<file path="src/slsp_pkg.sv">
package slsp_pkg;

	// window geometry
	localparam int unsigned  PORT_COUNT    = 8;
	localparam int unsigned  GROUP_COUNT   = 4;
	localparam int unsigned  ADDR_W        = 8;
	localparam int unsigned  DATA_W        = 8;
	localparam logic [2:0]   LED_PORT_BASE = 3'h0;
	localparam logic [2:0]   SW_PORT_BASE  = 3'h4;
	localparam logic [7:0]   LED_RST       = 8'h00;
	localparam logic [7:0]   SW_RST        = 8'hFF;

	// bus-side timing, the 12 MHz limit of the backplane
	localparam int unsigned  BUS_MAX_MHZ   = 12;
	localparam int unsigned  CORE_MHZ      = 20;
	localparam int unsigned  CORE_PER_BUS  = CORE_MHZ / BUS_MAX_MHZ;

	typedef enum logic [1:0] {
		SLSP_EXP_HIGH,
		SLSP_EXP_LOW,
		SLSP_EXP_IGNORE
	} slsp_exp_mode_e;

	typedef struct packed {
		logic [7:0] addr;
		logic [7:0] wdata;
		logic       iorq;
		logic       rd;
		logic       wr;
		logic       ioexp;
	} slsp_bus_s;

endpackage : slsp_pkg

</file>
<file path="src/slsp_port.sv">
`timescale 1ns/1ps
// How it works
// card answers to eight consecutive ports on an eight-port aligned base
// selected when address bits 7..3 match the strapped base
// ioexp qualifies the decode: active high, active low or ignored
// window splits into four input and four output ports
// ports 0-3 are led outputs, ports 4-7 are switch inputs
// a switch port read returns its eight switches uninverted
// open switch reads one, closed (grounded) switch reads zero
// thirty-two switch inputs in four groups of eight
// write to a led port latches the byte until the next write
// system reset and power-on reset clear all led latches
// no setup needed; ports usable right after reset
// bus cycles up to 12 MHz are handled
// a latched one lights its led, zero leaves it dark
// switch writes and led reads change nothing; no drive on writes
module slsp_port
	import slsp_pkg::*;
(
	input  wire logic                 core_clk,
	input  wire logic                 arst_n,
	input  wire logic                 sysreset_n,
	input  wire slsp_bus_s            bus,
	input  wire logic [4:0]           base_sel,
	input  wire slsp_exp_mode_e       exp_mode,
	input  wire logic [31:0]          sw_in,
	output logic      [7:0]           rdata,
	output logic                      data_oe_n,
	output logic      [31:0]          led_out
);

	slsp_bus_s          bus_q1, bus_q2, bus_q3;
	logic [31:0]        sw_q1, sw_q2, sw_q3, sw_q;
	logic               srst_q1, srst_q2, srst_q3;
	logic               rd_st_q, wr_st_q;
	logic               exp_ok, base_hit, sel;
	logic               rd_now, wr_now, rd_go, wr_go;
	logic [2:0]         port;

	// three-stage synchronisers; stage two and three must agree
	always_ff @(posedge core_clk or negedge arst_n)
	begin
		if (!arst_n)
		begin
			bus_q1  <= '0;
			bus_q2  <= '0;
			bus_q3  <= '0;
			sw_q1   <= {32{1'b1}};
			sw_q2   <= {32{1'b1}};
			sw_q3   <= {32{1'b1}};
			srst_q1 <= 1'b0;
			srst_q2 <= 1'b0;
			srst_q3 <= 1'b0;
		end
		else
		begin
			bus_q1  <= bus;
			bus_q2  <= bus_q1;
			bus_q3  <= bus_q2;
			sw_q1   <= sw_in;
			sw_q2   <= sw_q1;
			sw_q3   <= sw_q2;
			srst_q1 <= sysreset_n;
			srst_q2 <= srst_q1;
			srst_q3 <= srst_q2;
		end
	end

	// per-bit agreement filter for the switches
	generate
		for (genvar i = 0; i < 32; i++)
		begin : g_sw
			always_ff @(posedge core_clk or negedge arst_n)
			begin
				if (!arst_n)
					sw_q[i] <= 1'b1;
				else if (sw_q2[i] == sw_q3[i])
					sw_q[i] <= sw_q3[i];
			end
		end
	endgenerate

	always_comb
	begin
		case (exp_mode)
			SLSP_EXP_HIGH:   exp_ok = bus_q3.ioexp & bus_q2.ioexp;
			SLSP_EXP_LOW:    exp_ok = ~bus_q3.ioexp & ~bus_q2.ioexp;
			SLSP_EXP_IGNORE: exp_ok = 1'b1;
			default:         exp_ok = 1'b0;
		endcase
	end

	// 5-bit match of addr[7:3] against base_sel, low three bits pick the port
	assign base_hit = (bus_q3.addr[7:3] == base_sel) &&
	                  (bus_q2.addr == bus_q3.addr);
	assign sel      = base_hit && exp_ok && bus_q3.iorq && bus_q2.iorq;
	assign port     = bus_q3.addr[2:0];
	assign rd_now   = sel && bus_q3.rd && bus_q2.rd;
	assign wr_now   = sel && bus_q3.wr && bus_q2.wr &&
	                  (bus_q2.wdata == bus_q3.wdata);
	// writes act once per strobe via wr_go, so slow cycles latch once; reads follow rd_now each cycle, rd_go only feeds a_rd_start
	assign rd_go    = rd_now && !rd_st_q;
	assign wr_go    = wr_now && !wr_st_q;

	always_ff @(posedge core_clk or negedge arst_n)
	begin
		if (!arst_n)
		begin
			rd_st_q <= 1'b0;
			wr_st_q <= 1'b0;
		end
		else
		begin
			rd_st_q <= rd_now;
			wr_st_q <= wr_now;
		end
	end

	// led latches: writes to ports 0-3 only; cleared by either reset
	always_ff @(posedge core_clk or negedge arst_n)
	begin
		if (!arst_n)
			led_out <= {GROUP_COUNT{LED_RST}};
		else if (!srst_q3 && !srst_q2)
			led_out <= {GROUP_COUNT{LED_RST}};
		else if (wr_go && port[2] == LED_PORT_BASE[2])
			led_out[port[1:0]*8 +: 8] <= bus_q3.wdata;
	end

	// read path: only switch ports drive, and only while read holds
	always_ff @(posedge core_clk or negedge arst_n)
	begin
		if (!arst_n)
		begin
			rdata     <= SW_RST;
			data_oe_n <= 1'b1;
		end
		else if (rd_now && port[2] == SW_PORT_BASE[2])
		begin
			rdata     <= sw_q[port[1:0]*8 +: 8];
			data_oe_n <= 1'b0;
		end
		else
		begin
			rdata     <= rdata;
			data_oe_n <= 1'b1;
		end
	end

	property p_led_write;
		@(posedge core_clk) disable iff (!arst_n)
		(wr_go && !port[2] && srst_q3 && srst_q2) |=>
			led_out[$past(port[1:0])*8 +: 8] == $past(bus_q3.wdata);
	endproperty
	a_led_write: assert property (p_led_write)
		else $error("led byte not latched");

	property p_led_clear;
		@(posedge core_clk) disable iff (!arst_n)
		(!srst_q3 && !srst_q2) |=> led_out == 32'h0000_0000;
	endproperty
	a_led_clear: assert property (p_led_clear)
		else $error("leds not cleared by system reset");

	property p_led_hold;
		@(posedge core_clk) disable iff (!arst_n)
		(!wr_go && srst_q3 && srst_q2) |=> $stable(led_out);
	endproperty
	a_led_hold: assert property (p_led_hold)
		else $error("leds changed without a write");

	property p_sw_read;
		@(posedge core_clk) disable iff (!arst_n)
		(rd_now && port[2]) |=>
			!data_oe_n && rdata == $past(sw_q[port[1:0]*8 +: 8]);
	endproperty
	a_sw_read: assert property (p_sw_read)
		else $error("switch read data wrong");

	property p_no_drive_led_rd;
		@(posedge core_clk) disable iff (!arst_n)
		(!rd_now || !port[2]) |=> data_oe_n;
	endproperty
	a_no_drive_led_rd: assert property (p_no_drive_led_rd)
		else $error("bus driven outside a switch read");

	property p_exp_low;
		@(posedge core_clk) disable iff (!arst_n)
		(exp_mode == SLSP_EXP_LOW && bus_q3.ioexp) |-> !sel;
	endproperty
	a_exp_low: assert property (p_exp_low)
		else $error("selected with ioexp high in low mode");

	property p_base;
		@(posedge core_clk) disable iff (!arst_n)
		(bus_q3.addr[7:3] != base_sel && srst_q3 && srst_q2) |=>
			$stable(led_out);
	endproperty
	a_base: assert property (p_base)
		else $error("leds changed by a cycle outside the window");

	property p_sw_filter;
		@(posedge core_clk) disable iff (!arst_n)
		(sw_q2[0] != sw_q3[0]) |=> $stable(sw_q[0]);
	endproperty
	a_sw_filter: assert property (p_sw_filter)
		else $error("switch bit moved before stages agreed");

	property p_sw_track;
		@(posedge core_clk) disable iff (!arst_n)
		(sw_q2[0] == sw_q3[0]) |=> sw_q[0] == $past(sw_q3[0]);
	endproperty
	a_sw_track: assert property (p_sw_track)
		else $error("switch bit did not follow agreed stages");

	property p_rd_start;
		@(posedge core_clk) disable iff (!arst_n)
		(rd_go && port[2] == SW_PORT_BASE[2]) |=> $fell(data_oe_n);
	endproperty
	a_rd_start: assert property (p_rd_start)
		else $error("read strobe did not start driving");

	property p_wr_no_drive;
		@(posedge core_clk) disable iff (!arst_n)
		wr_now |=> data_oe_n;
	endproperty
	a_wr_no_drive: assert property (p_wr_no_drive)
		else $error("bus driven during a write");

endmodule : slsp_port
</file>
<file path="config.mk">
export PLATFORM = sky130hd
export DESIGN_NAME = slsp_port
export DESIGN_NICKNAME = d
export VERILOG_FILES = /design/src/slsp_pkg.sv /design/src/slsp_port.sv
export SDC_FILE = /design/constraint.sdc
export NUM_CORES = 1
export LEC_CHECK = 0
export BUFFER_PORTS_ARGS = -buffer_cell sky130_fd_sc_hd__clkbuf_2
export CORE_MARGIN = 2
export CORE_UTILIZATION = 56
export CTS_CLUSTER_DIAMETER = 60
export DETAILED_ROUTE_END_ITERATION = 12
export GPL_TIMING_DRIVEN = 0
export PLACE_DENSITY_LB_ADDON = 0.2
export SLEW_MARGIN = 40
export SYNTH_ARGS = -nofsm -noshare
export SYNTH_HDL_FRONTEND = slang
export SYNTH_SLANG_ARGS = --single-unit
</file>
<file path="constraint.sdc">
create_clock -name core_clk -period 2.8 [get_ports core_clk]
set_input_delay 0.14 -clock core_clk [delete_from_list [all_inputs] [get_ports core_clk]]
set_output_delay 0.14 -clock core_clk [all_outputs]
set_load 0.05 [all_outputs]
</file>
==> results.md <==
- Layout cells sized above 1: between 40% and 50%
- Hold Path Stages: 5
- CP Launch Type: flop
- RSZ-0062 raised after global routing: no
- Worst Tran Pin Value: about 0.69 ns
- DP Wirelength: 8130 um
- Worst Path Required: between 3 and 4 ns
- Hold Crit Class: in -> reg
- Seq/Total Area, Yosys: 78.3%
- Clock root cell: clkbuf_16
- H-Tree Depth: 1
- FF+latch count, synth: roughly 230
- DR WL/cell: 16.4 um
- GP Congestion: 0.820
- Hold_sp: base_sel[0]
- Placed cell count: around 740
- Worst setup EP type: flop
- Hold Crit Endpoint: wr_st_q
- Die Ht: about 120 um
- Clk slew on worst S/H paths: 0.06 ns
- Initial antenna violation count: 0
- Drt pass-1 iters: 4
- Ys async rst share: 100%
- Max-Cap Viols: 0
- Post-Synthesis Cells: about 460
- Synth cell types: 39
- Final Non-Filler Cells: 833
- # nets final: just over 700
- Syn_nets: around 520
- Post-CTS setup buffer count: 0
- DP Area: 8500 um2
- Clock skew: approximately 0.0089 ns
- Reg2reg setup slack: 0.35 ns
- Peak supply drop: approximately 0.67 mV
- Final antenna-violating net count: 0
- Post-synth EDFFs: 0
- Clk sinks: 233
- Minimum clock period: 2.45 ns
- Commonest non-fill, non-tap cell in the layout: dfstp_2
- Via/cell ratio: 5.11
- GRT Residual Overflow: 0
- CP Data Arrival Time: 2.85 ns
- Num CTS Buffers: 23
- Mapped Area: ~7700 um2
- CTS tree: built
- N_diodes: 0
- Largest net degree at the start of global routing: 76
- Period utilisation layout: between 80 and 90%
- Yosys warnings: 0
- Core outline area: around 13000 um2
- Synth Area per Inst: around 17 um2
- Fmax: slightly above 400 MHz
- Vias in the first global route: 4525
- Fin. Hold Viols: 0
- Post-synth top flop: dfstp_2
- Ports: ~100
- Setup CP Type: reg -> reg
- Rows: 42
- Final count of pins violating max slew: 0
- Max Buffers Root-to-Sink: 3
- Most frequent cells in the layout: dfstp_2, clkbuf_2, dfrtp_1
- Die W: between 100 and 150 um
- DRT iter0 DRCs: 370
- Clk Latency, worst-skew pair: 0.48 ns
- Leakage: approximately 4.3 nW
- PortBufs: roughly 100
- Reg2Reg Capture Point: rdata[4]
- Pwr per Cell Area: approximately 700 nW/um2
- Total number of vias: approximately 4300
- Outcome: complete, no violations
- Final setup viols: 0
- CP max FO: 10
- Layout area overhead: 27.8%
- GRT Util Overall: 19.5%
- Die footprint: 14600 um2
- Final instance area: about 9800 um2
- Starting Density: between 50 and 60%
- Residual DRC: 0
- Reg2Reg Depth: 7
- First-pass GRT wire length: 22300 um
- Worst slew margin: between 50% and 60%
- RR Startpoint: bus_q3[19]
- Detailed Route WL: around 14000 um
[synth_stat cells, drive strengths merged, types with 2 or more instances]
cell type | number | area, um2
buf | 15 | 90.1
and3 | 6 | 37.5
and4 | 3 | 26.3
o21ai | 15 | 75.1
mux2i | 10 | 100
dfstp | 137 | 3600
nor2 | 5 | 18.8
nand3 | 4 | 32.5
nand4 | 15 | 93.8
xor2 | 6 | 52.6
ha | 4 | 50.1
nand2 | 45 | 169
nor4b | 2 | 17.5
a31oi | 8 | 50.1
inv | 3 | 11.3
dfrtp | 96 | 2400
clkbuf | 5 | 18.8
or2 | 2 | 12.5
a31o | 8 | 70.1
maj3 | 32 | 320
or3 | 4 | 25.0
xnor2 | 5 | 43.8
mux4 | 8 | 180
mux2 | 8 | 90.1
[state kept, by name, summed over array words and instances, names as in the netlist, 8 cells and up]
register	cells
bus_q3	20
bus_q2	20
led_out	32
bus_q1	20
rdata	8
sw_q	32
sw_q2	32
sw_q3	32
sw_q1	32
[what timing repair did]
action                    4_1_cts  5_1_grt
hold endpoints to repair      125        0
hold buffers                   54        0
gates resized for setup         0        0
[metal layers]
layer,up-vias,track usage [%],share of wire [%]
li1,1948,-,-
met1,2148,25.8,41
met2,131,33.7,51
met3,28,2.91,4.6
met4,0,6.03,2.6
met5,-,0,0
[power by group]
group          total [W]  internal [W]  switching (W)
sequential       0.00371       0.00362      0.0000916
clock            0.00297       0.00179        0.00118
combinational   0.000318      0.000173       0.000145
[through the flow]
step	total power [W]	TNS, ns	utilization [%]	setup WS, ns	hold slack, ns
final	0.00700	0	73.7	0.352	0.123
after global routing	0.00728	0	73.7	0.161	0.149
after CTS	0.00707	0	73.7	0.270	0.0900
after detailed placement	0.00403	0	63.9	0.421	0.229
after global placement	0.00399	-372.27	63.2	-2.46	0.227
after floorplan	0.00385	0	-	0.769	-0.156
[worst max-delay path, cell delays in order (launching register included)]
cell and delay [ns]:
dfrtp_1 0.38, or3_1 0.36, a2111oi_0 0.53, and3_1 0.23, buf_4 0.17, and3_1 0.18
buf_6 0.17, mux2_1 0.34
[worst max path at each step]
stage,startpoint,to,slack (ns)
after global routing,bus_q3[19],rdata[4],0.16
after floorplan,bus_q2[0],rdata[0],0.77
after detailed placement,bus_q3[19],rdata[4],0.42
after global placement,arst_n,led_out[22],-2.46
after CTS,bus_q3[19],rdata[2],0.27
final,bus_q3[19],rdata[4],0.35
[cell type report]
| class | count | area, um2 |
|---|---|---|
| sequential | 233 | 6000 |
| fill | 823 | 3500 |
| multi-input combinational | 200 | 1550 |
| timing repair buffer | 159 | 1140 |
| clock buffer | 38 | 733 |
| tap | 176 | 220 |
| buffer | 20 | 109 |
| clock inverter | 4 | 27.5 |
| inverter | 3 | 11.3 |
[logic make-up after synthesis]
logic type               Yosys count  share of synthesized area, %
adder cells (fa/ha/maj)           36                          4.83
XOR/XNOR                          11                          1.26
flip-flops                       233                          78.3
AND/OR/NAND/NOR                   91                          6.15
AO/OA/AOI/OAI                     36                          3.10
buffers and inverters             23                          1.57
multiplexers                      26                          4.83
Note: power is estimated with default switching activity, not from simulation.
